### src/include/pms_pkg.sv
// Purpose: Shared constants and types for the power-mode sequencer.
// Assumes: One 125 MHz clock; all mode bits arrive as plain ports.
// Notes: Wait counts are in states of the running system clock.
`default_nettype none
package pms_pkg;
    // -------------------------------------------------------------
    // Operating modes
    // -------------------------------------------------------------
    typedef enum logic [7:0] {
        PMS_RESET = 8'h01,
        PMS_HIGH = 8'h02,
        PMS_MEDIUM = 8'h04,
        PMS_SUBACT = 8'h08,
        PMS_SLEEP = 8'h10,
        PMS_STANDBY = 8'h20,
        PMS_WATCH = 8'h40,
        PMS_SUBSLEEP = 8'h80
    } pms_mode_t;

    // -------------------------------------------------------------
    // Configuration carried together
    // -------------------------------------------------------------
    typedef struct packed {
        logic standby_select;
        logic low_speed_on_select;
        logic medium_speed_on_select;
        logic direct_transfer_on;
        logic watch_path_select;
        logic [2:0] settling_wait_select;
    } pms_cfg_t;

    // Interrupt request vector layout.
    localparam int PMS_NUM_SRC = 16;
    localparam int PMS_SRC_TIMER_A = 0;
    localparam int PMS_SRC_TIMER_F = 1;
    localparam int PMS_SRC_EVCNT = 2;
    localparam int PMS_SRC_SERIAL3 = 3;
    localparam int PMS_SRC_EVPIN = 4;
    localparam int PMS_SRC_EXT_INTR_ONE = 5;
    localparam int PMS_SRC_EXT_INTR_ZERO = 6;
    localparam int PMS_SRC_WKP_LO = 7;
    localparam int PMS_SRC_WKP_HI = 14;
    localparam int PMS_SRC_DIRECT = 15;

    localparam logic [15:0] PMS_WATCH_WAKE = 16'h7fc3;
    localparam logic [15:0] PMS_SUBSLEEP_WAKE = 16'h7fff;
    localparam logic [15:0] PMS_STANDBY_WAKE = 16'h7fe0;
    localparam logic [15:0] PMS_SLEEP_WAKE = 16'h7fff;

    // Settling wait in states per code.
    localparam int PMS_WAIT_W = 15;
    localparam logic [14:0] PMS_WAIT_000 = 15'h2000;
    localparam logic [14:0] PMS_WAIT_001 = 15'h4000;
    localparam logic [14:0] PMS_WAIT_010 = 15'h0400;
    localparam logic [14:0] PMS_WAIT_011 = 15'h0800;
    localparam logic [14:0] PMS_WAIT_100 = 15'h1000;
    localparam logic [14:0] PMS_WAIT_101 = 15'h0002;
    localparam logic [14:0] PMS_WAIT_110 = 15'h0008;
    localparam logic [14:0] PMS_WAIT_111 = 15'h0010;

    // Direct transition timing, in states.
    localparam logic [4:0] PMS_PRE_STATES = 5'h03;
    localparam logic [4:0] PMS_EXC_STATES = 5'h0e;

    // Divider selection codes.
    localparam logic [1:0] PMS_SUB_DIV2 = 2'h0;
    localparam logic [1:0] PMS_SUB_DIV4 = 2'h1;
    localparam logic [1:0] PMS_SUB_DIV8 = 2'h2;
endpackage
`default_nettype wire

### src/hw/pms_clock_div.sv
// Purpose: Divider producing one-cycle enable pulses at a chosen ratio.
// Assumes: Ratio codes 0 to 2 select 2**(1+code), from 2 up to 8; code 3 gives a ratio of 1.
// Notes: A change of code applies at once to the count in progress.
`timescale 1ns/100ps
`default_nettype none
module pms_clock_div #(
    parameter int CNT_W = 4
) (
    // Clock and reset
    input wire logic clk,
    input wire logic resetn,
    // Control
    input wire logic src_en,
    input wire logic [1:0] ratio_code,
    // Output
    output logic tick
);
    import pms_pkg::*;

    logic [CNT_W-1:0] count;
    logic [CNT_W-1:0] limit;

    // Limit is 2**(code+1) minus one for codes 0 to 2; the 2-bit sum wraps, so code 3 gives 0.
    always_comb begin
        limit = CNT_W'((1 << (ratio_code + 2'h1)) - 1);
    end

    always_ff @(posedge clk or negedge resetn) begin
        if (!resetn) begin
            count <= '0;
            tick <= 1'b0;
        end else begin
            tick <= 1'b0;
            if (src_en) begin
                if (count >= limit) begin
                    count <= '0;
                    tick <= 1'b1;
                end else begin
                    count <= count + CNT_W'(1);
                end
            end
        end
    end
endmodule
`default_nettype wire

### src/hw/pms_sync3.sv
// Purpose: Three-flop synchroniser with agreement filter for pin inputs.
// Assumes: Inputs change slowly relative to the clock.
// Notes: The first stage feeds only the second.
`timescale 1ns/100ps
`default_nettype none
module pms_sync3 #(
    parameter int W = 1,
    parameter logic [W-1:0] INIT = '0
) (
    // Clock and reset
    input wire logic clk,
    input wire logic resetn,
    // Data
    input wire logic [W-1:0] async_in,
    output logic [W-1:0] sync_out
);
    logic [W-1:0] stage1;
    logic [W-1:0] stage2;
    logic [W-1:0] stage3;

    always_ff @(posedge clk or negedge resetn) begin
        if (!resetn) begin
            stage1 <= INIT;
            stage2 <= INIT;
            stage3 <= INIT;
        end else begin
            stage1 <= async_in;
            stage2 <= stage1;
            stage3 <= stage2;
        end
    end

    // A change counts once stages two and three agree.
    genvar i;
    for (i = 0; i < W; i++) begin : g_bit
        always_ff @(posedge clk or negedge resetn) begin
            if (!resetn) begin
                sync_out[i] <= INIT[i];
            end else if (stage2[i] == stage3[i]) begin
                sync_out[i] <= stage3[i];
            end
        end
    end
endmodule
`default_nettype wire

### src/hw/pms_sequencer.sv
// What this block does
// - Watch plus low-speed wakes into subactive.
// - Subsleep wakes into subactive on listed sources.
// - Masked or disabled interrupts never cause subactive.
// - Subactive sleep with standby, watch path: watch.
// - Subactive sleep, no standby, low-speed, path: subsleep.
// - Subactive clock is watch clock over 2/4/8, or over 1 for code 3.
// - Reset pin low forces medium-speed after reset.
// - Medium-speed wake from standby, watch or sleep.
// - Medium sleep with standby, no low-speed, no path: standby.
// - Medium sleep with standby and path: watch.
// - Medium sleep without standby or low-speed: sleep.
// - Medium-speed clock chosen by two divider bits.
// - Direct transfer changes mode, keeps program running.
// - Disabled direct interrupt ends in sleep/watch.
// - Masked direct transfer stalls unreleasable in sleep/watch.
// - High to medium direct transfer via sleep.
// - Medium to high direct transfer via sleep.
// - High/medium to subactive direct transfer via watch.
// - Subactive to high/medium via watch after wait.
// - Direct transition lasts pre plus exception states; only the 14 exception states are counted.
// - Medium entry may run half state early.
// - Settling wait codes map to listed state counts.
//
// Purpose: Power-mode sequencer for a single-chip controller.
// Assumes: sleep_exec is a one-cycle pulse from the CPU core.
// Notes: Interrupt requests are levels already in this clock domain.
`timescale 1ns/100ps
`default_nettype none
module pms_sequencer
    import pms_pkg::*;
#(
    parameter int NSRC = PMS_NUM_SRC
) (
    // Clock and reset
    input wire logic clk,
    input wire logic resetn,
    // Reset pin from the board
    input wire logic chip_rst_pin_n,
    // CPU core
    input wire logic sleep_exec,
    input wire logic interrupt_mask_bit,
    input wire pms_pkg::pms_cfg_t cfg,
    input wire logic [1:0] subactive_divider_select,
    input wire logic [1:0] medium_divider_select,
    // Interrupt sources
    input wire logic [NSRC-1:0] intr_req,
    input wire logic [NSRC-1:0] intr_enable,
    // Clock ticks
    input wire logic watch_clk_tick,
    // Status
    output pms_pkg::pms_mode_t mode,
    output logic cpu_halted,
    output logic cpu_clk_en,
    output logic direct_exc_start,
    output logic wake_exc_start,
    output logic transition_busy
);
    // ------------------------------------------------------------
    // Declarations
    // ------------------------------------------------------------
    pms_mode_t next_mode;
    pms_mode_t target;
    pms_mode_t next_target;
    pms_cfg_t held;
    logic rst_pin;
    logic [NSRC-1:0] live;
    logic [NSRC-1:0] wake_set;
    logic wake_hit;
    logic locked;
    logic next_locked;
    logic [PMS_WAIT_W-1:0] wait_cnt;
    logic [PMS_WAIT_W-1:0] wait_len;
    logic [4:0] state_cnt;
    logic in_direct;
    logic exc_phase;
    logic sub_tick;
    logic med_tick;
    logic sys_tick;
    logic direct_ok;
    logic wait_done;

    // ------------------------------------------------------------
    // Pin synchroniser
    // ------------------------------------------------------------
    pms_sync3 #(.W(1), .INIT(1'b0)) u_rst_sync (
        .clk(clk),
        .resetn(resetn),
        .async_in(chip_rst_pin_n),
        .sync_out(rst_pin)
    );

    // ------------------------------------------------------------
    // Clock dividers
    // ------------------------------------------------------------
    pms_clock_div #(.CNT_W(4)) u_sub_div (
        .clk(clk),
        .resetn(resetn),
        .src_en(watch_clk_tick),
        .ratio_code(subactive_divider_select),
        .tick(sub_tick)
    );

    pms_clock_div #(.CNT_W(5)) u_med_div (
        .clk(clk),
        .resetn(resetn),
        .src_en(1'b1),
        .ratio_code(medium_divider_select),
        .tick(med_tick)
    );

    // ------------------------------------------------------------
    // Wake decode
    // ------------------------------------------------------------
    always_comb begin
        live = intr_req & intr_enable;
        case (mode)
            PMS_WATCH: wake_set = live & PMS_WATCH_WAKE;
            PMS_SUBSLEEP: wake_set = live & PMS_SUBSLEEP_WAKE;
            PMS_STANDBY: wake_set = live & PMS_STANDBY_WAKE;
            PMS_SLEEP: wake_set = live & PMS_SLEEP_WAKE;
            default: wake_set = '0;
        endcase
        // A masked CPU or a locked stop never wakes.
        wake_hit = (|wake_set) && !interrupt_mask_bit && !locked;
    end

    // ------------------------------------------------------------
    // Settling wait lookup
    // ------------------------------------------------------------
    always_comb begin
        case (held.settling_wait_select)
            3'h0: wait_len = PMS_WAIT_000;
            3'h1: wait_len = PMS_WAIT_001;
            3'h2: wait_len = PMS_WAIT_010;
            3'h3: wait_len = PMS_WAIT_011;
            3'h4: wait_len = PMS_WAIT_100;
            3'h5: wait_len = PMS_WAIT_101;
            3'h6: wait_len = PMS_WAIT_110;
            default: wait_len = PMS_WAIT_111;
        endcase
    end

    // The system tick follows the running mode's clock.
    always_comb begin
        case (mode)
            PMS_SUBACT: sys_tick = sub_tick;
            PMS_MEDIUM: sys_tick = med_tick;
            default: sys_tick = 1'b1;
        endcase
        wait_done = (wait_cnt >= wait_len);
        direct_ok = intr_enable[PMS_SRC_DIRECT] && !interrupt_mask_bit;
    end

    // ------------------------------------------------------------
    // Sleep decode and wake targets
    // ------------------------------------------------------------
    always_comb begin
        next_mode = mode;
        next_target = target;
        next_locked = locked;
        case (mode)
            PMS_RESET: begin
                if (rst_pin) begin
                    next_mode = PMS_MEDIUM;
                end
            end
            PMS_HIGH, PMS_MEDIUM, PMS_SUBACT: begin
                if (sleep_exec) begin
                    // One decode on the values seen at the sleep.
                    if (cfg.direct_transfer_on) begin
                        next_locked = !direct_ok;
                        if (mode != PMS_SUBACT && cfg.standby_select &&
                            cfg.low_speed_on_select &&
                            cfg.watch_path_select) begin
                            next_mode = PMS_WATCH;
                            next_target = PMS_SUBACT;
                        end else if (mode == PMS_SUBACT &&
                            cfg.standby_select &&
                            !cfg.low_speed_on_select &&
                            cfg.watch_path_select) begin
                            next_mode = PMS_WATCH;
                            next_target = cfg.medium_speed_on_select ?
                                PMS_MEDIUM : PMS_HIGH;
                        end else if (mode == PMS_HIGH &&
                            !cfg.standby_select &&
                            !cfg.low_speed_on_select &&
                            cfg.medium_speed_on_select) begin
                            next_mode = PMS_SLEEP;
                            next_target = PMS_MEDIUM;
                        end else if (mode == PMS_MEDIUM &&
                            !cfg.standby_select &&
                            !cfg.low_speed_on_select &&
                            !cfg.medium_speed_on_select) begin
                            next_mode = PMS_SLEEP;
                            next_target = PMS_HIGH;
                        end else begin
                            next_mode = PMS_SLEEP;
                            next_target = mode;
                        end
                    end else if (cfg.standby_select &&
                        cfg.watch_path_select) begin
                        next_mode = PMS_WATCH;
                        next_locked = 1'b0;
                    end else if (mode == PMS_SUBACT) begin
                        if (cfg.low_speed_on_select &&
                            cfg.watch_path_select) begin
                            next_mode = PMS_SUBSLEEP;
                            next_locked = 1'b0;
                        end
                    end else if (cfg.standby_select &&
                        !cfg.low_speed_on_select) begin
                        next_mode = PMS_STANDBY;
                        next_locked = 1'b0;
                    end else if (!cfg.standby_select &&
                        !cfg.low_speed_on_select) begin
                        next_mode = PMS_SLEEP;
                        next_target = mode;
                        next_locked = 1'b0;
                    end
                end
            end
            PMS_SLEEP, PMS_WATCH, PMS_STANDBY, PMS_SUBSLEEP: begin
                if (in_direct && !locked) begin
                    // Direct hop: leave at once from sleep or into subactive, else after the wait.
                    if (mode == PMS_SLEEP || wait_done ||
                        target == PMS_SUBACT) begin
                        next_mode = target;
                    end
                end else if (wake_hit) begin
                    if (mode == PMS_SUBSLEEP) begin
                        next_mode = PMS_SUBACT;
                    end else if (mode == PMS_SLEEP) begin
                        next_mode = target;
                    end else if (held.low_speed_on_select) begin
                        next_mode = (mode == PMS_WATCH) ?
                            PMS_SUBACT : mode;
                    end else if (wait_done) begin
                        next_mode = held.medium_speed_on_select ?
                            PMS_MEDIUM : PMS_HIGH;
                    end
                end
            end
            default: next_mode = PMS_RESET;
        endcase
    end

    // ------------------------------------------------------------
    // Mode state
    // ------------------------------------------------------------
    always_ff @(posedge clk or negedge resetn) begin
        if (!resetn) begin
            mode <= PMS_RESET;
            target <= PMS_MEDIUM;
            locked <= 1'b0;
        end else if (!rst_pin) begin
            mode <= PMS_RESET;
            target <= PMS_MEDIUM;
            locked <= 1'b0;
        end else begin
            mode <= next_mode;
            target <= next_target;
            locked <= next_locked;
        end
    end

    // Configuration latched at the sleep instruction.
    always_ff @(posedge clk or negedge resetn) begin
        if (!resetn) begin
            held <= '0;
        end else if (sleep_exec && (mode == PMS_HIGH ||
            mode == PMS_MEDIUM || mode == PMS_SUBACT)) begin
            held <= cfg;
        end
    end

    // ------------------------------------------------------------
    // Settling wait counter
    // ------------------------------------------------------------
    always_ff @(posedge clk or negedge resetn) begin
        if (!resetn) begin
            wait_cnt <= '0;
        end else if (next_mode != mode) begin
            wait_cnt <= '0;
        end else if ((mode == PMS_WATCH || mode == PMS_STANDBY) &&
            (in_direct || wake_hit) && !wait_done) begin
            wait_cnt <= wait_cnt + PMS_WAIT_W'(1);
        end
    end

    // ------------------------------------------------------------
    // Direct transfer timing
    // ------------------------------------------------------------
    always_ff @(posedge clk or negedge resetn) begin
        if (!resetn) begin
            in_direct <= 1'b0;
            exc_phase <= 1'b0;
            state_cnt <= '0;
            direct_exc_start <= 1'b0;
        end else begin
            direct_exc_start <= 1'b0;
            if (!rst_pin) begin
                in_direct <= 1'b0;
                exc_phase <= 1'b0;
                state_cnt <= '0;
            end else if (sleep_exec && cfg.direct_transfer_on &&
                direct_ok && next_target != mode) begin
                in_direct <= 1'b1;
                state_cnt <= '0;
            end else if (in_direct && next_mode == target &&
                mode != target) begin
                in_direct <= 1'b0;
                exc_phase <= 1'b1;
                state_cnt <= '0;
                direct_exc_start <= 1'b1;
            end else if (exc_phase && sys_tick) begin
                // Exception states counted on the new clock.
                if (state_cnt >= PMS_EXC_STATES - 5'h01) begin
                    exc_phase <= 1'b0;
                end else begin
                    state_cnt <= state_cnt + 5'h01;
                end
            end
        end
    end

    // ------------------------------------------------------------
    // Status outputs
    // ------------------------------------------------------------
    always_ff @(posedge clk or negedge resetn) begin
        if (!resetn) begin
            cpu_halted <= 1'b1;
            cpu_clk_en <= 1'b0;
            wake_exc_start <= 1'b0;
            transition_busy <= 1'b0;
        end else begin
            cpu_halted <= !rst_pin || !(next_mode == PMS_HIGH ||
                next_mode == PMS_MEDIUM || next_mode == PMS_SUBACT);
            // Entering medium may tick half a state early.
            cpu_clk_en <= sys_tick && !cpu_halted;
            wake_exc_start <= wake_hit && (next_mode != mode);
            transition_busy <= in_direct || exc_phase;
        end
    end
endmodule
`default_nettype wire

### config.mk
export PLATFORM = sky130hd
export DESIGN_NAME = pms_sequencer
export DESIGN_NICKNAME = d
export VERILOG_FILES = /design/src/include/pms_pkg.sv /design/src/hw/pms_clock_div.sv /design/src/hw/pms_sync3.sv /design/src/hw/pms_sequencer.sv
export SDC_FILE = /design/constraint.sdc
export NUM_CORES = 1
export LEC_CHECK = 0
export BUFFER_PORTS_ARGS = -buffer_cell sky130_fd_sc_hd__buf_2
export CORE_ASPECT_RATIO = 1.1
export CORE_MARGIN = 5
export CORE_UTILIZATION = 50
export CTS_CLUSTER_SIZE = 28
export DETAILED_ROUTE_END_ITERATION = 7
export PLACE_DENSITY = 0.7
export SLEW_MARGIN = 25
export SYNTH_ARGS = -nofsm -noshare
export SYNTH_HDL_FRONTEND = slang
export SYNTH_SLANG_ARGS = --single-unit
### constraint.sdc
create_clock -name clk -period 10 [get_ports clk]
set_clock_uncertainty 0.1 [all_clocks]
set_input_delay 0.5 -clock clk [delete_from_list [all_inputs] [get_ports clk]]
set_output_delay 0.5 -clock clk [all_outputs]
set_load 0.005 [all_outputs]
* Word level (Yosys, flattened, before mapping)
Cells that the tools add are included.
** Operators by class
- Reductions and logical operators :: 60
- Bitwise gates (word level) :: 1
- Eq/ne operators :: 34
- Shift-type cells :: 2
- $add $sub $neg :: 8
- Mux-type cells :: 69
- $lt $le $gt $ge :: 4
** Operators by type and width (count)
- 8-bit two-way mux :: 29
- 15-bit case mux with 7 select lines :: 1
- 15-bit case mux with 3 select lines :: 1
- 1-bit logical AND :: 31
- 15-bit two-way mux :: 2
- 5-bit two-way mux :: 6
- 8-bit by 4-bit equality test with 1-bit output (second input constant) :: 3
- 8-bit inequality test :: 3
- 8-bit case mux with 3 select lines :: 1
- 1-bit two-way mux :: 23
- 8-bit by 2-bit equality test with 1-bit output (second input constant) :: 2
- 8-bit by 3-bit equality test with 1-bit output (second input constant) :: 2
- 16-bit OR reduction :: 1
- 15-bit by 1-bit adder with 15-bit output (second input constant) :: 1
- 15-bit AND :: 1
- 15-bit >= comparator :: 1
- 7-bit two-way mux :: 2
- 5-bit by 1-bit adder with 5-bit output (second input constant) :: 2
- 1-bit logical NOT :: 10
- 1-bit logical OR :: 10
- 3-bit equality test (second input constant) :: 3
- 3-bit inequality test (second input constant) :: 3
- 8-bit by 1-bit equality test with 1-bit output (second input constant) :: 1
- 8-bit by 5-bit equality test with 1-bit output (second input constant) :: 1
- 32 further kinds :: 38
** Word-level totals
- Output and inout port bits :: 13
- Logic and storage cells :: 201
- Input bits :: 50
- Register bits :: 64

* Longest topological paths before layout
Gate-level depths: netlist (run 1).
- Depth in word-level cells :: 16
- Gate-level depth with buffers :: 15
- Mapped depth without buffers :: 13

* Hierarchy
A second synthesis (run 1) with hierarchy kept.
** Unflattened totals
- Cells, all modules :: 632
- Area, all modules :: 5330.1 sq um
** Modules (own cells, without submodules)
- pms_sequencer :: cells an instance 533, seq. area each 1229.9 sq um, area each 4307.9 sq um, times used 1
- pms_clock_div (u_med_div) :: cells an instance 56, seq. area each 150.1 sq um, area each 534.3 sq um, times used 1
- pms_clock_div (u_sub_div) :: cells an instance 38, seq. area each 125.1 sq um, area each 376.6 sq um, times used 1
- pms_sync3 :: cells an instance 5, seq. area each 100.1 sq um, area each 111.4 sq um, times used 1

* Worst setup path before layout (run 1)
No wires, ideal clock.
- Kind :: flip-flop to flip-flop
- From :: register held[1] in the netlist's numbering
- To :: register wait_cnt[5]
- Cell stages (with the launch flop) :: 16
- Library setup time :: 69 ps
- Arrival :: 3833 ps
- Period minus slack after synthesis :: 4002 ps
- Path buffers :: 3
- Data required time :: 9831 ps
- Slack :: 5998 ps
- Path through :: dfrtp_1 -> clkbuf_1 -> or3b_2 -> ha_1 -> a21oi_1 -> o21ai_0 -> a41oi_1 -> nand3_1 -> o21ai_0 -> o21ai_0 -> a2111oi_2 -> nand4_1 -> or4_1 -> buf_6 -> buf_12 -> nor2_2
** On the way
- Word-level cells in the longest chain between the ends :: 12
- Elaborated cells on any way between the ends :: 24
- Those cells by class :: order compare: 1; eq/ne: 7; mux: 10; reduce/logical: 6
** RTL lines
- start: declaration :: RTL line pms_sequencer.sv:65 : pms_cfg_t held;
- start signal: assignment :: RTL line pms_sequencer.sv:273 : held <= cfg;
- 3-bit equality test, or another cell as far along :: RTL line pms_sequencer.sv:132 : case (held.settling_wait_select)
- 15-bit case mux with 7 select lines (*) :: RTL line pms_sequencer.sv:132
- 15-bit >= comparator (*) :: RTL line pms_sequencer.sv:151 : wait_done = (wait_cnt >= wait_len);
- 8-bit two-way mux :: RTL line pms_sequencer.sv:238 : end else if (wait_done) begin
- 8-bit two-way mux :: RTL line pms_sequencer.sv:235 : end else if (held.low_speed_on_select) begin
- 8-bit two-way mux :: RTL line pms_sequencer.sv:233 : end else if (mode == PMS_SLEEP) begin
- 8-bit two-way mux :: RTL line pms_sequencer.sv:231 : if (mode == PMS_SUBSLEEP) begin
- 8-bit two-way mux :: RTL line pms_sequencer.sv:230 : end else if (wake_hit) begin
- 8-bit two-way mux :: RTL line pms_sequencer.sv:224 : if (in_direct && !locked) begin
- 8-bit case mux with 3 select lines :: RTL line pms_sequencer.sv:162 : case (mode)
- 8-bit inequality test :: RTL line pms_sequencer.sv:283 : end else if (next_mode != mode) begin
- 15-bit two-way mux / 2-bit nonzero test (equally long branches)
- end signal: assignment :: RTL line pms_sequencer.sv:287 : wait_cnt <= wait_cnt + PMS_WAIT_W'(1);
- end: declaration :: RTL line pms_sequencer.sv:72 : logic [PMS_WAIT_W-1:0] wait_cnt;
Every way passes the cells marked *; elsewhere a longest branch is shown, timed or not.
A chain may end at the register's enable or synchronous reset.

* Worst setup path after layout (run 1)
- From :: register held[1] in the netlist's numbering
- To :: register wake_exc_start
** On the way
- Word-level cells in the longest chain between the ends :: 12
- Elaborated cells on any way between the ends :: 21
- Those cells by class :: order compare: 1; eq/ne: 7; mux: 9; reduce/logical: 4
** RTL lines
- 3-bit equality test, or another cell as far along :: RTL line pms_sequencer.sv:132
- 15-bit case mux with 7 select lines (*) :: RTL line pms_sequencer.sv:132
- 15-bit >= comparator (*) :: RTL line pms_sequencer.sv:151
- 8-bit two-way mux :: RTL line pms_sequencer.sv:238
- 8-bit two-way mux :: RTL line pms_sequencer.sv:235
- 8-bit two-way mux :: RTL line pms_sequencer.sv:233
- 8-bit two-way mux :: RTL line pms_sequencer.sv:231
- 8-bit two-way mux :: RTL line pms_sequencer.sv:230
- 8-bit two-way mux (*) :: RTL line pms_sequencer.sv:224
- 8-bit case mux with 3 select lines (*) :: RTL line pms_sequencer.sv:162
- 8-bit inequality test (*) :: RTL line pms_sequencer.sv:341 : wake_exc_start <= wake_hit && (next_mode != mode);
- 1-bit logical AND (*) :: RTL line pms_sequencer.sv:341
- end signal: assignment :: RTL line pms_sequencer.sv:341
- end: declaration :: RTL line pms_sequencer.sv:56 : output logic wake_exc_start,
Marks and branches as above.

==> results of run 1 <==
[state kept, by name, indices dropped and copies added (netlist names), 4 cells and up]
register,count
held,5
mode,8
state_cnt,5
target,8
u_med_div.count,5
u_sub_div.count,4
wait_cnt,15
[report_power, final]
| part | switching [uW] | total, uW | internal (uW) |
|---|---|---|---|
| registers | 29.2 | 309 | 280 |
| clock network | 111 | 233 | 123 |
| logic | 152 | 233 | 80.9 |
[layout by cell type (no fill, tap or decap), types with 8 or more instances in the layout]
| master | Yosys | final |
|---|---|---|
| sky130_fd_sc_hd__xnor2_1 | 17 | 17 |
| sky130_fd_sc_hd__nor4_1 | 10 | 10 |
| sky130_fd_sc_hd__a31oi_1 | 9 | 9 |
| sky130_fd_sc_hd__inv_1 | 26 | 26 |
| sky130_fd_sc_hd__xor2_1 | 13 | 13 |
| sky130_fd_sc_hd__ha_1 | 24 | 24 |
| sky130_fd_sc_hd__nor2b_1 | 9 | 9 |
| sky130_fd_sc_hd__nand4_1 | 19 | 19 |
| sky130_fd_sc_hd__nor2_1 | 44 | 44 |
| sky130_fd_sc_hd__o21ai_0 | 27 | 27 |
| sky130_fd_sc_hd__buf_2 | 5 | 61 |
| sky130_fd_sc_hd__and2_1 | 8 | 8 |
| sky130_fd_sc_hd__nand2_1 | 55 | 55 |
| sky130_fd_sc_hd__and3_1 | 17 | 17 |
| sky130_fd_sc_hd__a21oi_1 | 29 | 29 |
| sky130_fd_sc_hd__clkbuf_8 | 0 | 10 |
| sky130_fd_sc_hd__nor3_1 | 20 | 20 |
| sky130_fd_sc_hd__dfrtp_1 | 61 | 61 |
| sky130_fd_sc_hd__nand3_1 | 24 | 24 |
[cell type report]
type / count / area [sq um] / area share (%)
Inverter: 26 / 97.59 / 1.790
Tap cell: 120 / 150.1 / 2.754
Timing Repair Buffer: 63 / 320.3 / 5.874
Clock inverter: 6 / 67.56 / 1.239
Clock buffer: 10 / 137.6 / 2.524
Multi-Input combinational cell: 466 / 3074 / 56.38
Sequential cell: 64 / 1605 / 29.44
[cells by family (layout without fill, tap and decap cells)]
kind of cell    after synthesis  after routing  synth area share, %
other cells                   1              1              0.07553
compound gates              151            151                21.60
buf+inv                      64            105                5.746
simple gates                251            251                26.97
fa+ha+maj                    25             25                6.250
flops                        64             64                32.33
mux                           8              8                1.739
xor+xnor                     30             30                5.292
[critical path, cell delays in order, from the launching register on]
cell and delay, ns:
sky130_fd_sc_hd__dfrtp_1 0.47, sky130_fd_sc_hd__or3b_2 0.50, sky130_fd_sc_hd__ha_1 0.30, sky130_fd_sc_hd__a21oi_1 0.13, sky130_fd_sc_hd__o21ai_0 0.09, sky130_fd_sc_hd__a41oi_1 0.44
sky130_fd_sc_hd__nand3_1 0.43, sky130_fd_sc_hd__o21ai_0 0.52, sky130_fd_sc_hd__o21ai_0 0.17, sky130_fd_sc_hd__a2111oi_2 0.40, sky130_fd_sc_hd__nand4_1 0.12, sky130_fd_sc_hd__or4_1 0.95
sky130_fd_sc_hd__and2_1 0.35
[layer usage]
layer  wire length (um)  vias to the layer above  track usage, %
met5                  0                        -               0
met3               1392                       53           6.599
met4                569                        0           9.804
li1                   -                     2286               -
met1               5776                     2280           31.85
met2               6389                      259           37.15
[synthesized netlist by cell type, types with 6 or more instances]
library cell	n	area share (%)
sky130_fd_sc_hd__dfrtp_1	61	31
sky130_fd_sc_hd__nand2_1	55	4.2
sky130_fd_sc_hd__nor2_1	44	3.3
sky130_fd_sc_hd__a21oi_1	29	2.9
sky130_fd_sc_hd__o21ai_0	27	2.7
sky130_fd_sc_hd__clkbuf_1	26	2.0
sky130_fd_sc_hd__inv_1	26	2.0
sky130_fd_sc_hd__ha_1	24	6.0
sky130_fd_sc_hd__nand3_1	24	2.4
sky130_fd_sc_hd__nor3_1	20	2.0
sky130_fd_sc_hd__nand4_1	19	2.4
sky130_fd_sc_hd__and3_1	17	2.1
sky130_fd_sc_hd__xnor2_1	17	3.0
sky130_fd_sc_hd__xor2_1	13	2.3
sky130_fd_sc_hd__nor4_1	10	1.3
sky130_fd_sc_hd__a31oi_1	9	1.1
sky130_fd_sc_hd__nor2b_1	9	1.1
sky130_fd_sc_hd__and2_1	8	1.0
sky130_fd_sc_hd__nand2b_1	7	0.88
sky130_fd_sc_hd__nor2_2	7	0.88
sky130_fd_sc_hd__a211oi_1	6	0.91
sky130_fd_sc_hd__o2111ai_1	6	1.1
sky130_fd_sc_hd__o211ai_1	6	0.91
[per-stage QoR]
step | util [%] | cells | hold slack [ns] | area [sq um] | worst slack, ns
floorplan | - | 594 | 0.1044 | 4965 | 5.998
global placement | 53.58 | 739 | 0.2356 | 5248 | 5.064
detailed placement | 53.58 | 739 | 0.2570 | 5248 | 5.007
CTS | 55.67 | 755 | 0.1411 | 5453 | 4.979
global route | 55.67 | 755 | 0.1380 | 5453 | 4.546
finish | 55.67 | 755 | 0.1522 | 5453 | 4.898
[worst paths after layout]
check                                   from           endpoint  cells past startpoint  slack [ns]
hold reg to reg            u_rst_sync.stage1  u_rst_sync.stage2                      0        0.27
min in group asynchronous             resetn        wait_cnt[8]                      2        0.20
setup reg to reg                     held[1]     wake_exc_start                     12        4.90
max in group asynchronous             resetn            mode[4]                      2        9.06
hold / removal                chip_rst_pin_n  u_rst_sync.stage1                      1        0.15
setup / recovery                     held[1]     wake_exc_start                     12        4.90
==> flow_summary.html, run 1 <==
<table>
<tr><th>Metric</th><th>Value</th></tr>
<tr><th colspan="2">GRT</th></tr>
<tr><td>Initial antenna violation count</td><td>0</td></tr>
<tr><td>Total congestion overflow after global routing</td><td>0</td></tr>
<tr><td>GRT Overall Usage</td><td>24.02%</td></tr>
<tr><td>First-pass GRT wire length</td><td>23410 um</td></tr>
<tr><td>Via count of the first global-routing pass</td><td>4525</td></tr>
<tr><td>Maximum number of pins on one net before global-route repair</td><td>65</td></tr>
<tr><th colspan="2">Setup path</th></tr>
<tr><td>Crit Path Category</td><td>register to register</td></tr>
<tr><td>Maximum fanout encountered on the critical timing path</td><td>16</td></tr>
<tr><td>Type of destination of the critical path</td><td>register</td></tr>
<tr><td>Arr. time, crit path</td><td>5.25 ns</td></tr>
<tr><td>Required time at the endpoint of the critical path</td><td>10.14 ns</td></tr>
<tr><td>Type of origin of the critical path</td><td>register</td></tr>
<tr><th colspan="2">Floorplan</th></tr>
<tr><td>Standard-cell rows</td><td>38</td></tr>
<tr><td>Area of the die</td><td>0.01202 sq mm</td></tr>
<tr><td>Chip width</td><td>105.0 um</td></tr>
<tr><td>Io pins</td><td>63</td></tr>
<tr><td>Core Region</td><td>0.009794 sq mm</td></tr>
<tr><td>Die Span Y</td><td>114.5 um</td></tr>
<tr><td>Initial cell density of the core</td><td>50.69%</td></tr>
<tr><th colspan="2">Clock network</th></tr>
<tr><td>Num Clock Sinks</td><td>64</td></tr>
<tr><td>H-tree levels</td><td>3</td></tr>
<tr><td>Clock Latency Late Sink</td><td>0.36 ns</td></tr>
<tr><td>Number of buffers on the longest clock path</td><td>2</td></tr>
<tr><td>Clock buffers created by TritonCTS</td><td>9</td></tr>
<tr><td>TritonCTS clock tree</td><td>yes</td></tr>
<tr><td>Number of buffers inserted to repair setup after CTS</td><td>0</td></tr>
<tr><td>CTS root buf</td><td>sky130_fd_sc_hd__clkbuf_8</td></tr>
<tr><td>Total of hold buffers inserted after clock tree synthesis</td><td>0</td></tr>
<tr><td>Post-cts resize count</td><td>0</td></tr>
<tr><td>CTS clk-pin slew, worst paths</td><td>0.08 ns</td></tr>
<tr><th colspan="2">STA</th></tr>
<tr><td>Final Hold Fails</td><td>0</td></tr>
<tr><td>Worst relative slew slack</td><td>35.40%</td></tr>
<tr><td>Pins over their slew limit</td><td>0</td></tr>
<tr><td>Transition time of the tightest slew-check pin</td><td>0.9555 ns</td></tr>
<tr><td>Setup repair after global routing missed its margin</td><td>false</td></tr>
<tr><td>Achievable clock frequency</td><td>196.0 MHz</td></tr>
<tr><td>Crit share post-route</td><td>51.02%</td></tr>
<tr><td>Post-layout min period</td><td>5.102 ns</td></tr>
<tr><td>Post-route setup TNS</td><td>0 ns</td></tr>
<tr><td>Total setup violations reported at the end of the flow</td><td>0</td></tr>
<tr><th colspan="2">Outcome</th></tr>
<tr><td>Status</td><td>finished, final reports clean</td></tr>
<tr><th colspan="2">Layout</th></tr>
<tr><td>Area overhead of the layout relative to synthesis</td><td>9.829%</td></tr>
<tr><td>Diodes inserted</td><td>0</td></tr>
<tr><td>Layout cell share with drive strength beyond 1</td><td>17.32%</td></tr>
<tr><td>FILL cells</td><td>922</td></tr>
<tr><td>Final-stage net count</td><td>704</td></tr>
<tr><th colspan="2">Yosys</th></tr>
<tr><td>Number of register bits inferred by synthesis</td><td>64</td></tr>
<tr><td>Syn nets</td><td>668</td></tr>
<tr><td>Main flop type after synthesis</td><td>sky130_fd_sc_hd__dfrtp_1</td></tr>
<tr><td>Synthesized instance count</td><td>594</td></tr>
<tr><td>Warnings from Yosys</td><td>0</td></tr>
<tr><td>Count of cell types in the netlist</td><td>83</td></tr>
<tr><td>Seq/Total Area, Yosys</td><td>32.33%</td></tr>
<tr><td>Post-synthesis average cell area</td><td>8.358 sq um</td></tr>
<tr><td>Number of enable-type register cells in the synthesized netlist</td><td>0</td></tr>
<tr><td>Cell area after technology mapping</td><td>0.004965 sq mm</td></tr>
<tr><td>Ys async rst share</td><td>100.0%</td></tr>
<tr><th colspan="2">Drt</th></tr>
<tr><td>Final routed wire length divided by cell count</td><td>18.71 um</td></tr>
<tr><td>1st-pass router iterations</td><td>5</td></tr>
<tr><td>Vias per cell</td><td>6.461</td></tr>
<tr><td>Antenna viol nets, final</td><td>0</td></tr>
<tr><td>DRT iter0 DRCs</td><td>474</td></tr>
<tr><td>DRT Wirelength</td><td>14130 um</td></tr>
<tr><td>DRC viols</td><td>0</td></tr>
<tr><td>Via count of the routed design</td><td>4878</td></tr>
<tr><th colspan="2">Placement</th></tr>
<tr><td>Detailed-placement wirelength estimate</td><td>10300 um</td></tr>
<tr><td>PortBufs</td><td>61</td></tr>
<tr><td>Weighted congestion at the end of routability-driven global placement</td><td>0.9787</td></tr>
<tr><th colspan="2">Power and ir drop</th></tr>
<tr><td>Power Total</td><td>775.5 uW</td></tr>
<tr><td>Standby leakage power</td><td>0.002386 uW</td></tr>
<tr><td>Total power divided by cell area</td><td>142.2 mW/mm^2</td></tr>
<tr><td>Peak supply drop</td><td>0.0001115 V</td></tr>
<tr><th colspan="2">Job</th></tr>
<tr><td>Count of max-cap constraint violations</td><td>0</td></tr>
<tr><th colspan="2">Hold path</th></tr>
<tr><td>Worst hold path type</td><td>input port to register</td></tr>
</table>
(Power assumes the default switching activity.)
==> inputs of run 2 (changes only) <==
--- a/config.mk
+++ b/config.mk
@@ -5,6 +5,7 @@
 export SDC_FILE = /design/constraint.sdc
 export NUM_CORES = 1
 export LEC_CHECK = 0
+export ABC_AREA = 1
 export BUFFER_PORTS_ARGS = -buffer_cell sky130_fd_sc_hd__buf_2
 export CORE_ASPECT_RATIO = 1.1
 export CORE_MARGIN = 5
==> constraint.sdc (replaced) <==
create_clock -name clk -period 4.78 [get_ports clk]
set_clock_uncertainty 0.1 [all_clocks]
set_input_delay 0.239 -clock clk [delete_from_list [all_inputs] [get_ports clk]]
set_output_delay 0.239 -clock clk [all_outputs]
set_load 0.005 [all_outputs]
==> flow_summary.html, run 2 <==
<table>
<tr><th>Metric</th><th>Value</th></tr>
<tr><th colspan="2">Yosys</th></tr>
<tr><td>Warnings from Yosys</td><td>0</td></tr>
<tr><td>Area share of xor/xnor cells in the synthesized design</td><td>3.620%</td></tr>
<tr><td>Main flop type after synthesis</td><td>sky130_fd_sc_hd__dfrtp_1</td></tr>
<tr><td>Multiplexer share of the synthesized area</td><td>0%</td></tr>
<tr><td>Number of enable-type register cells in the synthesized netlist</td><td>0</td></tr>
<tr><td>Compound-cell area share of the yosys netlist</td><td>8.963%</td></tr>
<tr><td>Dominant cell type by area after synthesis</td><td>sky130_fd_sc_hd__dfrtp_1</td></tr>
<tr><td>Post-synthesis average cell area</td><td>6.960 sq um</td></tr>
<tr><td>Ys async rst share</td><td>100.0%</td></tr>
<tr><td>Synthesized instance count</td><td>730</td></tr>
<tr><td>Area share of fa/ha/maj cells after synthesis</td><td>6.107%</td></tr>
<tr><td>Syn nets</td><td>804</td></tr>
<tr><td>Top cells by area in the synthesized netlist</td><td>sky130_fd_sc_hd__dfrtp_1, sky130_fd_sc_hd__nand2_1, sky130_fd_sc_hd__nand3_1</td></tr>
<tr><td>Cell area after technology mapping</td><td>0.005081 sq mm</td></tr>
<tr><td>Dominant combinational cell family by area after synthesis</td><td>simple AND/OR/NAND/NOR gates</td></tr>
<tr><td>Cell with the most instances after synthesis</td><td>sky130_fd_sc_hd__nand2_1</td></tr>
<tr><td>Simple-Gate Fraction of Synth Area</td><td>39.94%</td></tr>
<tr><td>Count of cell types in the netlist</td><td>46</td></tr>
<tr><td>Commonest cells in the netlist</td><td>sky130_fd_sc_hd__nand2_1, sky130_fd_sc_hd__inv_1, sky130_fd_sc_hd__nand3_1</td></tr>
<tr><td>Seq/Total Area, Yosys</td><td>31.59%</td></tr>
<tr><td>Post-synth top area share</td><td>30.04%</td></tr>
<tr><td>Number of register bits inferred by synthesis</td><td>64</td></tr>
<tr><th colspan="2">Power and ir drop</th></tr>
<tr><td>Share of power burned in registers</td><td>35.1%</td></tr>
<tr><td>Comb pwr share</td><td>40.2%</td></tr>
<tr><td>Total power divided by cell area</td><td>344.3 mW/mm^2</td></tr>
<tr><td>Peak supply drop</td><td>0.0002663 V</td></tr>
<tr><td>Reported net switching power</td><td>831.3 uW</td></tr>
<tr><td>Switching fraction of total power</td><td>42.53%</td></tr>
<tr><td>Internal power contribution</td><td>1124 uW</td></tr>
<tr><td>Clock network power share</td><td>24.7%</td></tr>
<tr><td>Standby leakage power</td><td>0.002979 uW</td></tr>
<tr><th colspan="2">Layout</th></tr>
<tr><td>Area overhead of the layout relative to synthesis</td><td>11.75%</td></tr>
<tr><td>Multi-input combinational cell area</td><td>0.002983 sq mm</td></tr>
<tr><td>Max reg flops</td><td>15</td></tr>
<tr><td>Largest registers ranked by flip-flop count</td><td>wait_cnt (15), mode (8), target (8)</td></tr>
<tr><td>FILL cells</td><td>963</td></tr>
<tr><td>Final-stage net count</td><td>867</td></tr>
<tr><td>Register area</td><td>0.001605 sq mm</td></tr>
<tr><td>Register bank with the most flops</td><td>wait_cnt</td></tr>
<tr><td>Diodes inserted</td><td>0</td></tr>
<tr><td>Most common library cell in the layout ignoring fill and taps</td><td>sky130_fd_sc_hd__nand2_1</td></tr>
<tr><td>Layout cell share with drive strength beyond 1</td><td>18.57%</td></tr>
<tr><td>Most frequent cells in the layout</td><td>sky130_fd_sc_hd__nand2_1, sky130_fd_sc_hd__inv_1, sky130_fd_sc_hd__nand3_1, sky130_fd_sc_hd__nor2_1</td></tr>
<tr><th colspan="2">GRT</th></tr>
<tr><td>Maximum number of pins on one net before global-route repair</td><td>65</td></tr>
<tr><td>First-pass GRT wire length</td><td>22110 um</td></tr>
<tr><td>GRT Overall Usage</td><td>22.53%</td></tr>
<tr><td>Total congestion overflow after global routing</td><td>0</td></tr>
<tr><td>Initial antenna violation count</td><td>0</td></tr>
<tr><td>Via count of the first global-routing pass</td><td>4616</td></tr>
<tr><th colspan="2">STA</th></tr>
<tr><td>Setup repair after global routing missed its margin</td><td>false</td></tr>
<tr><td>Pins over their slew limit</td><td>0</td></tr>
<tr><td>Total setup violations reported at the end of the flow</td><td>0</td></tr>
<tr><td>Achievable clock frequency</td><td>268.7 MHz</td></tr>
<tr><td>Crit share post-route</td><td>77.87%</td></tr>
<tr><td>Worst relative slew slack</td><td>42.42%</td></tr>
<tr><td>Post-Route Hold Slack</td><td>0.05501 ns</td></tr>
<tr><td>Post-layout min period</td><td>3.722 ns</td></tr>
<tr><td>Post-route setup TNS</td><td>0 ns</td></tr>
<tr><td>Final Hold Fails</td><td>0</td></tr>
<tr><td>Transition time of the tightest slew-check pin</td><td>0.8605 ns</td></tr>
<tr><th colspan="2">Setup path</th></tr>
<tr><td>Required time at the endpoint of the critical path</td><td>4.95 ns</td></tr>
<tr><td>Critical path's top delay family</td><td>simple AND/OR/NAND/NOR gates</td></tr>
<tr><td>Max stage delay on crit path</td><td>0.41 ns</td></tr>
<tr><td>Type of destination of the critical path</td><td>register</td></tr>
<tr><td>Arr. time, crit path</td><td>3.90 ns</td></tr>
<tr><td>Cell seen most often among critical-path stages</td><td>sky130_fd_sc_hd__nand2_1</td></tr>
<tr><td>Critical Path Slowest Stage Cell</td><td>sky130_fd_sc_hd__dfrtp_1</td></tr>
<tr><td>Crit Path Category</td><td>register to register</td></tr>
<tr><td>Type of origin of the critical path</td><td>register</td></tr>
<tr><td>Critical Path, Cell by Cell</td><td>inv_1 &gt; nand3_1 &gt; ha_1 &gt; inv_1 &gt; nor2_1 &gt; nand2_1 &gt; nand2_1 &gt; a21oi_1 &gt; nand3_1 &gt; nand2_2 &gt; nand2_1 &gt; nand2_1 &gt; nand2_1 &gt; nand2_1 &gt; nand2_1 &gt; nand2_2 &gt; nand2_1 &gt; o21ai_1 &gt; nand2_1 &gt; nor3_2 &gt; nand2_2 &gt; a21oi_1</td></tr>
<tr><td>Count of buffering cells on the critical path with inverters included</td><td>2</td></tr>
<tr><td>Maximum fanout encountered on the critical timing path</td><td>14</td></tr>
<tr><th colspan="2">Drt</th></tr>
<tr><td>DRC viols</td><td>0</td></tr>
<tr><td>Via count of the routed design</td><td>5017</td></tr>
<tr><td>Vias per cell</td><td>5.471</td></tr>
<tr><td>DRT Wirelength</td><td>13450 um</td></tr>
<tr><td>1st-pass router iterations</td><td>5</td></tr>
<tr><td>Final routed wire length divided by cell count</td><td>14.67 um</td></tr>
<tr><td>Antenna viol nets, final</td><td>0</td></tr>
<tr><td>DRT iter0 DRCs</td><td>365</td></tr>
<tr><th colspan="2">Clock network</th></tr>
<tr><td>Post-cts resize count</td><td>0</td></tr>
<tr><td>Clock Latency Late Sink</td><td>0.36 ns</td></tr>
<tr><td>Number of buffers inserted to repair setup after CTS</td><td>0</td></tr>
<tr><td>CTS root buf</td><td>sky130_fd_sc_hd__clkbuf_8</td></tr>
<tr><td>Num Clock Sinks</td><td>64</td></tr>
<tr><td>TritonCTS clock tree</td><td>yes</td></tr>
<tr><td>CTS clk-pin slew, worst paths</td><td>0.07 ns</td></tr>
<tr><td>Number of buffers on the longest clock path</td><td>2</td></tr>
<tr><td>H-tree levels</td><td>3</td></tr>
<tr><td>Clock buffers created by TritonCTS</td><td>9</td></tr>
<tr><th colspan="2">Floorplan</th></tr>
<tr><td>Chip width</td><td>106.1 um</td></tr>
<tr><td>Die Span Y</td><td>115.7 um</td></tr>
<tr><td>Area of the die</td><td>0.01228 sq mm</td></tr>
<tr><td>Standard-cell rows</td><td>38</td></tr>
<tr><td>Io pins</td><td>63</td></tr>
<tr><td>Core Region</td><td>0.009889 sq mm</td></tr>
<tr><td>Initial cell density of the core</td><td>51.38%</td></tr>
<tr><th colspan="2">Outcome</th></tr>
<tr><td>Status</td><td>finished, final reports clean</td></tr>
<tr><th colspan="2">Hold path</th></tr>
<tr><td>Worst hold path type</td><td>input port to register</td></tr>
<tr><th colspan="2">Placement</th></tr>
<tr><td>Detailed-placement wirelength estimate</td><td>10340 um</td></tr>
<tr><td>PortBufs</td><td>61</td></tr>
<tr><td>Weighted congestion at the end of routability-driven global placement</td><td>0.9100</td></tr>
<tr><th colspan="2">Job</th></tr>
<tr><td>Count of max-cap constraint violations</td><td>0</td></tr>
</table>
run 2: timing repair:
item | CTS | global route
setup endpoints to repair | 0 | 0
hold endpoints to repair | 9 | 0
hold buffers | 5 | 0
run 2: cell families (layout without fill, tap and decap cells):
kind of cell | Yosys count | count (layout)
buffers and inverters | 114 | 181
xor gates and xnor gates | 21 | 21
other | 1 | 1
and+or+nand+nor | 423 | 423
AOI/OAI and AO/OA | 82 | 82
adders and majority gates | 25 | 25
DFF | 64 | 64
run 2: layer usage:
| metal | up-vias | GRT usage [%] | routed length (um) |
|---|---|---|---|
| met1 | 2313 | 29.51 | 5834 |
| met4 | 0 | 7.513 | 311 |
| met3 | 21 | 3.733 | 1030 |
| li1 | 2490 | - | - |
| met5 | - | 0 | 0 |
| met2 | 193 | 38.15 | 6277 |
run 2: final timing paths:
kind	startpoint	to	slack [ns]	depth (start not counted)
worst max-delay path	held[0]	wait_cnt[7]	1.06	22
worst min-delay path	watch_clk_tick	u_sub_div.count[1]	0.06	2
worst max register to register	held[0]	wait_cnt[7]	1.06	22
worst min register to register	u_rst_sync.stage1	u_rst_sync.stage2	0.26	0
max in group asynchronous	resetn	u_med_div.count[3]	3.55	3
min in group asynchronous	resetn	mode[7]	0.50	3
run 2: worst reg2reg max path: stages, from the launching register on:
cell and delay, ns:
sky130_fd_sc_hd__dfrtp_1 0.41, sky130_fd_sc_hd__inv_1 0.15, sky130_fd_sc_hd__nand3_1 0.12, sky130_fd_sc_hd__ha_1 0.32
sky130_fd_sc_hd__inv_1 0.08, sky130_fd_sc_hd__nor2_1 0.04, sky130_fd_sc_hd__nand2_1 0.06, sky130_fd_sc_hd__nand2_1 0.05
sky130_fd_sc_hd__a21oi_1 0.21, sky130_fd_sc_hd__nand3_1 0.27, sky130_fd_sc_hd__nand2_2 0.25, sky130_fd_sc_hd__nand2_1 0.07
sky130_fd_sc_hd__nand2_1 0.06, sky130_fd_sc_hd__nand2_1 0.05, sky130_fd_sc_hd__nand2_1 0.06, sky130_fd_sc_hd__nand2_1 0.06
sky130_fd_sc_hd__nand2_2 0.08, sky130_fd_sc_hd__nand2_1 0.10, sky130_fd_sc_hd__o21ai_1 0.14, sky130_fd_sc_hd__nand2_1 0.08
sky130_fd_sc_hd__nor3_2 0.36, sky130_fd_sc_hd__nand2_2 0.33, sky130_fd_sc_hd__a21oi_1 0.20
run 2: cell type report:
type | count | area share (%)
multi-input combinational | 552 | 52.53
sequential | 64 | 28.27
inverter | 99 | 6.677
timing repair buffer | 67 | 6.390
clock buffer | 12 | 2.732
tap | 120 | 2.644
clock inverter | 3 | 0.7492
run 2: power groups by stage:
| stage | Combinational [uW] | Clock [uW] | Sequential, uW |
|---|---|---|---|
| 3_5_place_dp | 778 | 0 | 696 |
| 2_1_floorplan | 642 | 0 | 658 |
| 4_1_cts | 786 | 493 | 686 |
| 6_report | 787 | 482 | 686 |
| 5_1_grt | 887 | 519 | 696 |
| 3_3_place_gp | 757 | 0 | 691 |
run 2: per-stage QoR:
stage / utilization (%) / worst slack, ns / std cells / power (uW) / instance area (sq um)
floorplan: - / 1.913 / 730 / 1300 / 5081
global placement: 54.91 / 1.152 / 897 / 1448 / 5430
detailed placement: 54.91 / 1.103 / 897 / 1474 / 5430
CTS: 57.41 / 1.077 / 917 / 1965 / 5678
global route: 57.41 / 0.6437 / 917 / 2102 / 5678
finish: 57.41 / 1.058 / 917 / 1955 / 5678
